File: src/hw/lao_pkg.sv
`default_nettype none

// ----------------------------------------------------------------------------
// Shared constants and types of the far-address ALU subset.
// ----------------------------------------------------------------------------
package lao_pkg;

    localparam int DATA_W = 8;
    localparam int ADDR_W = 8;
    localparam int MEM_DEPTH = 256;
    localparam int OP_W = 3;
    localparam int BSEL_W = 3;

    // Operation codes of the local decode scheme.
    localparam logic [OP_W-1:0] OP_ROT_RIGHT_THRU_BORROW_TO_WORK = 3'h0;
    localparam logic [OP_W-1:0] OP_SUB_WITH_BORROW_TO_WORK = 3'h1;
    localparam logic [OP_W-1:0] OP_SUB_WITH_BORROW_TO_MEM = 3'h2;
    localparam logic [OP_W-1:0] OP_DEC_SKIP_NULL = 3'h3;
    localparam logic [OP_W-1:0] OP_DEC_TO_WORK_SKIP_NULL = 3'h4;
    localparam logic [OP_W-1:0] OP_FILL_ONES = 3'h5;
    localparam logic [OP_W-1:0] OP_FILL_ONE_BIT = 3'h6;
    localparam logic [OP_W-1:0] OP_PEEK = 3'h7;

    // Values and reset states.
    localparam logic [DATA_W-1:0] FILL_VALUE = 8'hFF;
    localparam logic [DATA_W-1:0] ZERO_BYTE = 8'h00;
    localparam logic [DATA_W-1:0] ONE_BYTE = 8'h01;
    localparam logic [DATA_W-1:0] ACC_RESET = 8'h00;
    localparam logic [ADDR_W-1:0] ADDR_RESET = 8'h00;

    // Sequencer states, Gray coded along idle, read, execute, skip.
    typedef enum logic [1:0] {
        LAO_IDLE = 2'h0,
        LAO_READ = 2'h1,
        LAO_EXEC = 2'h3,
        LAO_SKIP = 2'h2
    } lao_state_enum_type;

    typedef struct packed {
        lao_state_enum_type st;
        logic [DATA_W-1:0] acc;
        logic c;
        logic z;
        logic ov;
        logic ac;
        logic sc;
        logic cz;
        logic [ADDR_W-1:0] addr;
        logic [OP_W-1:0] op;
        logic [BSEL_W-1:0] bsel;
        logic done;
        logic skip;
        logic busy;
        logic [DATA_W-1:0] result;
    } lao_state_type;

endpackage : lao_pkg

`default_nettype wire

File: src/hw/lao_mem_if.sv
`default_nettype none

// ----------------------------------------------------------------------------
// Data memory port between the datapath and its byte store.
// ----------------------------------------------------------------------------
interface lao_mem_if;
    logic [lao_pkg::ADDR_W-1:0] rd_addr;
    logic [lao_pkg::DATA_W-1:0] rd_data;
    logic wr_en;
    logic [lao_pkg::ADDR_W-1:0] wr_addr;
    logic [lao_pkg::DATA_W-1:0] wr_data;

    modport ctrl (output rd_addr, output wr_en, output wr_addr, output wr_data,
                  input rd_data);
    modport mem (input rd_addr, input wr_en, input wr_addr, input wr_data,
                 output rd_data);
endinterface : lao_mem_if

`default_nettype wire

File: src/hw/lao_alu.sv
`default_nettype none

module lao_alu (
    input wire logic core_clk_i,                          // Core clock.
    input wire logic sys_rst_i,                           // Synchronous reset.
    input wire logic op_valid_i,                          // Operation request.
    input wire logic [lao_pkg::OP_W-1:0] op_code_i,       // Operation code.
    input wire logic [lao_pkg::ADDR_W-1:0] op_addr_i,     // Operand address.
    input wire logic [lao_pkg::BSEL_W-1:0] op_bit_i,      // Bit select.
    input wire logic ld_valid_i,                          // Memory preload.
    input wire logic [lao_pkg::ADDR_W-1:0] ld_addr_i,     // Preload address.
    input wire logic [lao_pkg::DATA_W-1:0] ld_data_i,     // Preload byte.
    output logic busy_o,                                  // Operation running.
    output logic done_o,                                  // Operation finished.
    output logic skip_o,                                  // Skip next fetch.
    output logic [lao_pkg::DATA_W-1:0] working_register_o, // Working register.
    output logic [lao_pkg::DATA_W-1:0] result_o,          // Byte produced.
    output logic carry_flag_o,                            // Carry flag.
    output logic null_flag_o,                             // Null flag.
    output logic signed_range_flag_o,                     // Signed range flag.
    output logic half_borrow_flag_o,                      // Half borrow flag.
    output logic signed_borrow_flag_o,                    // Signed borrow flag.
    output logic chained_null_flag_o                      // Chained null flag.
);

    // ------------------------------------------------------------------------
    // Memory and state.
    // ------------------------------------------------------------------------
    lao_mem_if mem_bus ();

    lao_dmem u_dmem (
        .core_clk_i(core_clk_i),
        .port(mem_bus.mem)
    );

    lao_pkg::lao_state_type s_reg;
    lao_pkg::lao_state_type s_next;

    logic [lao_pkg::DATA_W-1:0] mem_q;
    logic [lao_pkg::DATA_W:0] sub_res;
    logic [4:0] half_res;
    logic [lao_pkg::DATA_W-1:0] dec_res;
    logic [lao_pkg::DATA_W-1:0] bit_mask;
    logic sub_null;
    logic sub_ovf;
    logic op_take;

    assign mem_q = mem_bus.rd_data;
    assign op_take = (s_reg.st == lao_pkg::LAO_IDLE) && op_valid_i;

    // ------------------------------------------------------------------------
    // Arithmetic shared by the operations.
    // ------------------------------------------------------------------------

    // The borrow-in is the inverted carry; bit 8 set means a borrow out.
    assign sub_res = {1'b0, s_reg.acc} - {1'b0, mem_q} - {8'h00, ~s_reg.c};
    assign half_res = {1'b0, s_reg.acc[3:0]} - {1'b0, mem_q[3:0]} - {4'h0, ~s_reg.c};
    assign sub_null = (sub_res[lao_pkg::DATA_W-1:0] == lao_pkg::ZERO_BYTE);
    assign sub_ovf = (s_reg.acc[7] ^ mem_q[7]) & (s_reg.acc[7] ^ sub_res[7]);
    assign dec_res = mem_q - lao_pkg::ONE_BYTE;
    assign bit_mask = lao_pkg::ONE_BYTE << s_reg.bsel;

    // ------------------------------------------------------------------------
    // Memory port steering.
    // ------------------------------------------------------------------------

    // Reads use the latched address while an operation runs, so the byte is
    // ready in the execute cycle. Preloads are taken only when idle.
    always_comb begin
        mem_bus.rd_addr = (s_reg.st == lao_pkg::LAO_IDLE) ? op_addr_i : s_reg.addr;
        mem_bus.wr_en = 1'b0;
        mem_bus.wr_addr = s_reg.addr;
        mem_bus.wr_data = mem_q;
        if (s_reg.st == lao_pkg::LAO_EXEC) begin
            unique case (s_reg.op)
                lao_pkg::OP_SUB_WITH_BORROW_TO_MEM: begin
                    mem_bus.wr_en = 1'b1;
                    mem_bus.wr_data = sub_res[lao_pkg::DATA_W-1:0];
                end
                lao_pkg::OP_DEC_SKIP_NULL: begin
                    mem_bus.wr_en = 1'b1;
                    mem_bus.wr_data = dec_res;
                end
                lao_pkg::OP_FILL_ONES: begin
                    mem_bus.wr_en = 1'b1;
                    mem_bus.wr_data = lao_pkg::FILL_VALUE;
                end
                lao_pkg::OP_FILL_ONE_BIT: begin
                    mem_bus.wr_en = 1'b1;
                    mem_bus.wr_data = mem_q | bit_mask;
                end
                default: begin
                    mem_bus.wr_en = 1'b0;
                end
            endcase
        end else if (s_reg.st == lao_pkg::LAO_IDLE && ld_valid_i && !op_valid_i) begin
            mem_bus.wr_en = 1'b1;
            mem_bus.wr_addr = ld_addr_i;
            mem_bus.wr_data = ld_data_i;
        end
    end

    // ------------------------------------------------------------------------
    // Sequencer and datapath next state.
    // ------------------------------------------------------------------------

    // Flags change only in the execute cycle of the operations that own them.
    always_comb begin
        s_next = s_reg;
        s_next.done = 1'b0;
        s_next.skip = 1'b0;
        unique case (s_reg.st)
            lao_pkg::LAO_IDLE: begin
                if (op_take) begin
                    s_next.st = lao_pkg::LAO_READ;
                    s_next.op = op_code_i;
                    s_next.addr = op_addr_i;
                    s_next.bsel = op_bit_i;
                    s_next.busy = 1'b1;
                end
            end
            lao_pkg::LAO_READ: begin
                s_next.st = lao_pkg::LAO_EXEC;
            end
            lao_pkg::LAO_EXEC: begin
                s_next.st = lao_pkg::LAO_IDLE;
                s_next.done = 1'b1;
                s_next.busy = 1'b0;
                s_next.result = mem_bus.wr_data;
                unique case (s_reg.op)
                    lao_pkg::OP_ROT_RIGHT_THRU_BORROW_TO_WORK: begin
                        s_next.acc = {s_reg.c, mem_q[7:1]};
                        s_next.c = mem_q[0];
                        s_next.result = {s_reg.c, mem_q[7:1]};
                    end
                    lao_pkg::OP_SUB_WITH_BORROW_TO_WORK,
                    lao_pkg::OP_SUB_WITH_BORROW_TO_MEM: begin
                        if (s_reg.op == lao_pkg::OP_SUB_WITH_BORROW_TO_WORK) begin
                            s_next.acc = sub_res[lao_pkg::DATA_W-1:0];
                        end
                        s_next.c = ~sub_res[lao_pkg::DATA_W];
                        s_next.z = sub_null;
                        s_next.ov = sub_ovf;
                        s_next.ac = ~half_res[4];
                        s_next.sc = sub_ovf ^ sub_res[7];
                        s_next.cz = sub_null & s_reg.cz;
                        s_next.result = sub_res[lao_pkg::DATA_W-1:0];
                    end
                    lao_pkg::OP_DEC_SKIP_NULL,
                    lao_pkg::OP_DEC_TO_WORK_SKIP_NULL: begin
                        if (s_reg.op == lao_pkg::OP_DEC_TO_WORK_SKIP_NULL) begin
                            s_next.acc = dec_res;
                        end
                        s_next.result = dec_res;
                        // A zero result holds the sequencer one extra cycle so
                        // the fetch side can insert its dummy instruction.
                        if (dec_res == lao_pkg::ZERO_BYTE) begin
                            s_next.st = lao_pkg::LAO_SKIP;
                            s_next.done = 1'b0;
                            s_next.busy = 1'b1;
                        end
                    end
                    default: begin
                        s_next.result = mem_bus.wr_data;
                    end
                endcase
            end
            lao_pkg::LAO_SKIP: begin
                s_next.st = lao_pkg::LAO_IDLE;
                s_next.done = 1'b1;
                s_next.skip = 1'b1;
                s_next.busy = 1'b0;
            end
        endcase
    end

    // Registered state; memory contents are not reset.
    always_ff @(posedge core_clk_i) begin
        if (sys_rst_i) begin
            s_reg <= '{st: lao_pkg::LAO_IDLE, acc: lao_pkg::ACC_RESET,
                       addr: lao_pkg::ADDR_RESET, result: lao_pkg::ZERO_BYTE,
                       default: '0};
        end else begin
            s_reg <= s_next;
        end
    end

    assign busy_o = s_reg.busy;
    assign done_o = s_reg.done;
    assign skip_o = s_reg.skip;
    assign working_register_o = s_reg.acc;
    assign result_o = s_reg.result;
    assign carry_flag_o = s_reg.c;
    assign null_flag_o = s_reg.z;
    assign signed_range_flag_o = s_reg.ov;
    assign half_borrow_flag_o = s_reg.ac;
    assign signed_borrow_flag_o = s_reg.sc;
    assign chained_null_flag_o = s_reg.cz;

    logic in_exec;
    logic [5:0] flag_vec;
    assign in_exec = (s_reg.st == lao_pkg::LAO_EXEC);
    assign flag_vec = {s_reg.c, s_reg.z, s_reg.ov, s_reg.ac, s_reg.sc, s_reg.cz};
endmodule : lao_alu

`default_nettype wire

File: src/hw/lao_dmem.sv
`default_nettype none

// ----------------------------------------------------------------------------
// Byte-wide data memory with a registered read port.
// ----------------------------------------------------------------------------
module lao_dmem (
    input wire logic core_clk_i, // Core instruction clock.
    lao_mem_if.mem port          // Read and write port.
);

    logic [lao_pkg::DATA_W-1:0] mem_array [lao_pkg::MEM_DEPTH];
    logic [lao_pkg::DATA_W-1:0] rd_data_reg;

    // The array has no reset; its contents are undefined until written.
    always_ff @(posedge core_clk_i) begin
        if (port.wr_en) begin
            mem_array[port.wr_addr] <= port.wr_data;
        end
        rd_data_reg <= mem_array[port.rd_addr]; // Old data on a same-address write.
    end

    assign port.rd_data = rd_data_reg;

endmodule : lao_dmem

`default_nettype wire

File: config.mk
export PLATFORM = sky130hd
export DESIGN_NAME = lao_alu
export DESIGN_NICKNAME = d
export VERILOG_FILES = /design/src/hw/lao_pkg.sv /design/src/hw/lao_mem_if.sv /design/src/hw/lao_alu.sv /design/src/hw/lao_dmem.sv
export SDC_FILE = /design/constraint.sdc
export NUM_CORES = 2
export LEC_CHECK = 0
export ABC_AREA = 1
export BUFFER_PORTS_ARGS = -buffer_cell sky130_fd_sc_hd__buf_2
export CAP_MARGIN = 30
export CORE_UTILIZATION = 40
export DETAILED_ROUTE_END_ITERATION = 10
export PLACE_DENSITY = 0.55
export SETUP_SLACK_MARGIN = 0.2
export SLEW_MARGIN = 20
export SYNTH_ARGS = -nofsm -noshare
export SYNTH_HDL_FRONTEND = slang
export SYNTH_HIERARCHICAL = 1
export SYNTH_SLANG_ARGS = --single-unit
File: constraint.sdc
create_clock -name core_clk_i -period 6.75 [get_ports core_clk_i]
set_clock_uncertainty 0.05 [all_clocks]
set_input_delay 0.3375 -clock core_clk_i [delete_from_list [all_inputs] [get_ports core_clk_i]]
set_output_delay 0.3375 -clock core_clk_i [all_outputs]
set_load 0.05 [all_outputs]
# Word-level counts from Yosys, hierarchy flattened
# Memory sizes are Yosys's and may differ from the RTL's. A register that Yosys moved wholly into a read port is not among the register bits.
# Index checks and enable logic that the tools add are counted.
# op_classes
addsub	5
eq_ne	12
shift	1
muxes	28
bitwise	9
reduce_logical	19
# ops
operator	n
$mux 8	7
$pmux 8 s3	2
$pmux 8 s4	1
$logic_not 8->1	2
$mux 1	11
$eq 3x3->1 const B	3
$sub 8x8->9	1
$sub 9x1->9	1
$or 8x8->8	1
$pmux 2 s4	1
$reduce_and 2->1	4
$shl 1x3->8 const A	1
$sub 8x1->8 const B	1
$eq 3x2->1 const B	2
$mux 2	3
$ne 2x2->1 const B	3
$reduce_bool 3->1	2
$sub 4x4->5	1
$sub 5x1->5	1
$eq 2x2->1 const B	2
$pmux 1 s2	2
$reduce_and 4->1	1
$reduce_or 2->1	2
$reduce_or 4->1	1
other kinds (11)	18
# word_totals
regBits	41
mem_bits_rw	2048
input_bits	34
out_inout_bits	25
elab_cells	90
mem_count	1
# memory_table
memory	words	width	rd	rd_ports_with_merged_regs	write_ports	line	rtl
u_dmem.mem_array	256	8	1	1	1	lao_dmem.sv:11	logic [lao_pkg::DATA_W-1:0] mem_array [lao_pkg::MEM_DEPTH];

# Longest topological paths before layout
# logic_depth
word_depth	7
ltp_mapped	18
ltp_nobuf	17

# Hierarchy
# The synthesis kept the hierarchy.
# modules_own_cells
module	instances	cells_per_inst	area_each_um2	seq_area_each_um2
lao_dmem	1	7003	83396.2	61659.1
lao_alu	1	544	3364.5	820.8

# Worst setup path after synthesis
# No wires, ideal clock.
# synth_path
path_kind	reg-to-reg
from	reg s_reg, in the netlist carry_flag_o
to	mem u_dmem/mem_array[0][7] in the netlist's numbering (data pin)
setup_time_ns	0.824
t_arrival_ns	5.188
required_ns	5.876
path_slack_ns	0.688
stages_incl_launch_ff	14
path_buffers	0
synth_period_minus_slack_ns	6.062
cell_sequence	dfxtp_1 inv_1 fa_1 inv_1 ha_1 o21ai_0 nand2_1 nand2_1 nand2_1 nand2_1 nand3_1 nand2_1 nand2_1 nand2_1
# synth_via
elab_chain_cells	4
# synth_rtl
element	line	rtl
start, declared	lao_alu.sv:36	lao_pkg::lao_state_type s_reg;
start signal, assigned	lao_alu.sv:180	s_reg <= '{st: lao_pkg::LAO_IDLE, acc: lao_pkg::ACC_RESET,
start signal, assigned	lao_alu.sv:184	s_reg <= s_next;
$not 1->1	lao_alu.sv:56	assign sub_res = {1'b0, s_reg.acc} - {1'b0, mem_q} - {8'h00, ~s_reg.c};
$sub 9x1->9	lao_alu.sv:56	
$pmux 8 s4	lao_alu.sv:75	unique case (s_reg.op)
$mux 8	lao_alu.sv:74	if (s_reg.st == lao_pkg::LAO_EXEC) begin
named net mem_bus.wr_data, one bit	lao_mem_if.sv:11	logic [lao_pkg::DATA_W-1:0] wr_data;
end, declared	lao_dmem.sv:11	
# The timed path passes the listed nets, and every way through them passes these cells.

# Worst setup path after layout
# layout_path
from	reg s_reg[39] in the netlist's numbering
to	reg u_dmem.rd_data_reg, in the netlist u_dmem/port.rd_data[0], read port of u_dmem.mem_array
# layout_via
elab_chain_cells	2
# layout_rtl
element	line	rtl
$logic_not 2->1	lao_alu.sv:70	mem_bus.rd_addr = (s_reg.st == lao_pkg::LAO_IDLE) ? op_addr_i : s_reg.addr;
$mux 8	lao_alu.sv:70	
named net mem_bus.rd_addr, one bit	lao_mem_if.sv:7	logic [lao_pkg::ADDR_W-1:0] rd_addr;
end, declared	lao_dmem.sv:12	logic [lao_pkg::DATA_W-1:0] rd_data_reg;
# The timed path passes the listed nets, and every way through them passes these cells.
# A chain may end at the register's enable or synchronous reset.

==> flow_metrics.py <==
metrics = {
    "critical_path": {
        "slowest_stage": "buf_12",
        "rr_startpoint": "s_reg[39]$_SDFFE_PP0P_",
        "cp-end-kind": "register",
        "critPathMaxStageDelay_ns": 0.67,
        "cp.required_ns": 7.48,
        "criticalPathCategory": "register to register",
        "worstPathArrival_ns": 5.47,
        "r2r_cells": 15,
        "crit_top_cell": "nand3_1",
        "crit_fanout": 214,
        "crit_chain": "nor2_4 > nand2_1 > o21ai_4 > buf_12 > buf_12 > nand2_1 > nand3_1 > nand3_1 > nand3_1 > nand3_1 > nand3_1 > nand3_1 > nand2_1 > nand2_1 > nand2_1",
        "worstSetupStartpointType": "register",
        "reg2reg_slack_ns": 2.01,
        "worstReg2RegEnd": "u_dmem/port.rd_data[0]$_DFF_P_",
    },
    "outcome": {
        "status": "complete, no violations",
    },
    "clock_network": {
        "cts_tree": "done",
        "cts.sinks": 2097,
        "insertion_delay_ns": 0.84,
        "max-clock-path-buffers": 3,
        "cts_resized": 0,
        "clkTransAtPathRegs_ns": 0.06,
        "clockRootBuffer": "clkbuf_16",
        "post-cts-setup-buffers": 0,
        "h-tree-depth": 4,
        "cts_buffers": 211,
    },
    "worst_hold_path": {
        "whs_endpoint": "result_o[3]$_SDFFE_PP0P_",
        "hold_path.class": "input port to register",
        "worstHoldPathCells": 5,
        "worstHoldStart": "ld_data_i[3]",
    },
    "synthesis": {
        "ys_seq_area_frac": 0.720,
        "avgSynthCellArea_um2": 11.5,
        "yosysMostFrequentCell": "nand2_1",
        "synth_area_leaders": "edfxtp_1 (71%), nand3_1 (12%), nand2_1 (9.7%)",
        "synthCells": 7547,
        "async_flop_share": 0,
        "postSynthNetCount": 7599,
        "ys_types": 38,
        "yosysTopAreaCell": "edfxtp_1",
        "synth_area_um2": 86800,
        "synth.top_cell.area_share": 0.709,
        "ys_seq_elements": 2097,
        "ys_warn_count": 6,
        "synth-edff-count": 2048,
        "synth_flop_cell": "edfxtp_1",
        "synth_commonest_cells": "nand2_1 (2251), nand3_1 (2053), edfxtp_1 (2048)",
    },
    "pwr": {
        "cellLeakagePower_uw": 0.0333,
        "pwr-share-seq": 0.479,
        "combPwrFrac": 0.178,
        "p_switching_uw": 9690,
        "p_int_uw": 23100,
        "p_sw_frac": 0.296,
        "peakVddDrop_mv": 0.321,
        "p_clk_frac": 0.343,
        "p_per_area_nw_per_um2": 341,
    },
    "timing": {
        "fin_crit_ns": 4.74,
        "slew_headroom": 0.00221,
        "fin_crit_sh": 0.702,
        "worst_pin_slew_ns": 1.50,
        "hold_viol_final": 0,
        "fin_setup_tns_ns": 0,
        "fin_hold_ws_ns": 0.0868,
        "finalSetupViolCount": 0,
        "rsz0062_at_grt": "no",
        "max_freq_mhz": 211,
        "layout_setup_ws_ns": 2.01,
        "slew_viol_final": 0,
    },
    "layout": {
        "nets": 7465,
        "layout-drive-gt1-share": 0.0616,
        "multi_input_area_um2": 21300,
        "largest_reg_flops": 2048,
        "seq_area_um2": 62500,
        "area.growth.synth_to_final_pct": 10.7,
        "instances_no_fill": 10400,
        "n_fill_cell": 19700,
        "final_cell_area_um2": 96100,
    },
    "floorplan": {
        "num_io_pins": 59,
        "rows": 170,
        "die_w_um": 468,
        "die_area_um2": 219000,
        "core_um2": 215000,
        "start_util": 0.403,
        "dieHeight_um": 468,
    },
    "run": {
        "max_cap_viol_count": 0,
    },
    "drt": {
        "dr.pass1.iters": 6,
        "post-route-drc-count": 0,
        "wl_um": 250000,
        "drt_iter0_markers": 6522,
        "wl_per_cell_um": 23.9,
        "ant_nets": 0,
        "drt-vias-per-instance": 5.55,
        "num_vias": 57900,
    },
    "grt": {
        "track_usage": 0.226,
        "grt_first_pass_wirelength_um": 368000,
        "grt_overflow": 0,
        "grt_pass1_vias": 55300,
        "antenna_found_initial": 6,
        "grt_max_degree": 239,
    },
    "placed_design": {
        "routabilityCongestion": 0.871,
        "post-place-ws_ns": 2.20,
        "port_buffers": 58,
        "placed_cell_area_um2": 89200,
        "place_inst": 10000,
        "dpl.hpwl_um": 141000,
    },
}
==> per-stage QoR <==
step	total power, µW	util
after floorplan	19600	-
after CTS	33000	0.447
after global placement	21800	0.415
final	32800	0.447
after global routing	33900	0.447
after detailed placement	21800	0.415
==> cells by family (layout without fill, tap and decap cells) <==
group                      Yosys count  count (layout)  synth area share
xor gates and xnor gates             6               6          0.000606
and+or+nand+nor                   4638            4638             0.232
DFF                               2097            2097             0.720
buffers and inverters              644             693            0.0362
AOI/OAI and AO/OA                  144             144           0.00874
other                                0               7                 0
adders and majority gates           18              18           0.00277
==> worst max-delay path: cells and delay by family, from the launching register on <==
| family | cells | cell delay, ns |
|---|---|---|
| DFF | 1 | 0.38 |
| buffers and inverters | 2 | 1.15 |
| and+or+nand+nor | 12 | 2.24 |
| AOI/OAI and AO/OA | 1 | 0.20 |
==> power by group through the flow <==
stage	Clock (µW)	Sequential (µW)	Combinational (µW)
detailed placement	0	16000	5810
floorplan	0	16400	3240
finish	11300	15700	5830
CTS	11500	15700	5830
global placement	0	16000	5790
global route	12000	15700	6270
==> how the worst max path moves through the flow <==
| stage | from | end | slack, ns | cells after the start |
|---|---|---|---|---|
| global placement | s_reg[39]$_SDFFE_PP0P_ | u_dmem/mem_array[104][5]$_DFFE_PP_ | 2.21 | 12 |
| global route | s_reg[39]$_SDFFE_PP0P_ | u_dmem/mem_array[104][6]$_DFFE_PP_ | 1.90 | 12 |
| detailed placement | s_reg[39]$_SDFFE_PP0P_ | u_dmem/mem_array[104][5]$_DFFE_PP_ | 2.20 | 12 |
| finish | s_reg[39]$_SDFFE_PP0P_ | u_dmem/port.rd_data[0]$_DFF_P_ | 2.01 | 15 |
| floorplan | carry_flag_o$_SDFFE_PP0P_ | u_dmem/mem_array[0][7]$_DFFE_PP_ | 0.69 | 13 |
| CTS | s_reg[39]$_SDFFE_PP0P_ | u_dmem/mem_array[104][6]$_DFFE_PP_ | 2.17 | 12 |
==> layout make-up <==
type,instances,area share
flip-flops and latches,2097,0.650
multi-input cells,4806,0.222
clock buffers,279,0.0585
well taps,2838,0.0370
repair buffers,165,0.0168
clock inverters,117,0.0103
inverters,132,0.00559
diodes,7,0.000182
==> cells in the final DEF, fill, tap and decap left out, types with 45 or more instances in the layout <==
master,synthesis,final
buf_2,273,58
nor2_1,307,307
clkbuf_1,118,62
a21oi_1,58,58
dfxtp_1,49,49
inv_1,119,117
o21ai_0,65,57
buf_4,63,45
nand3_1,2053,2053
clkbuf_16,0,213
clkinv_1,2,59
nand2_1,2251,2238
edfxtp_1,2048,2048
==> metal layers <==
| layer | vias up | GRT usage | wire length (µm) |
|---|---|---|---|
| met5 | - | 0 | 18 |
| met3 | 388 | 0.0379 | 19300 |
| li1 | 26400 | - | - |
| met2 | 2372 | 0.359 | 117000 |
| met4 | 2 | 0.0703 | 7110 |
| met1 | 28800 | 0.315 | 106000 |
==> repair_timing <==
item / in CTS / in global routing
hold buffers: 22 / 0
setup endpoints to repair: 0 / 0
endpoints found under the hold margin: 37 / 0
Power figures use the tool's default switching activity.
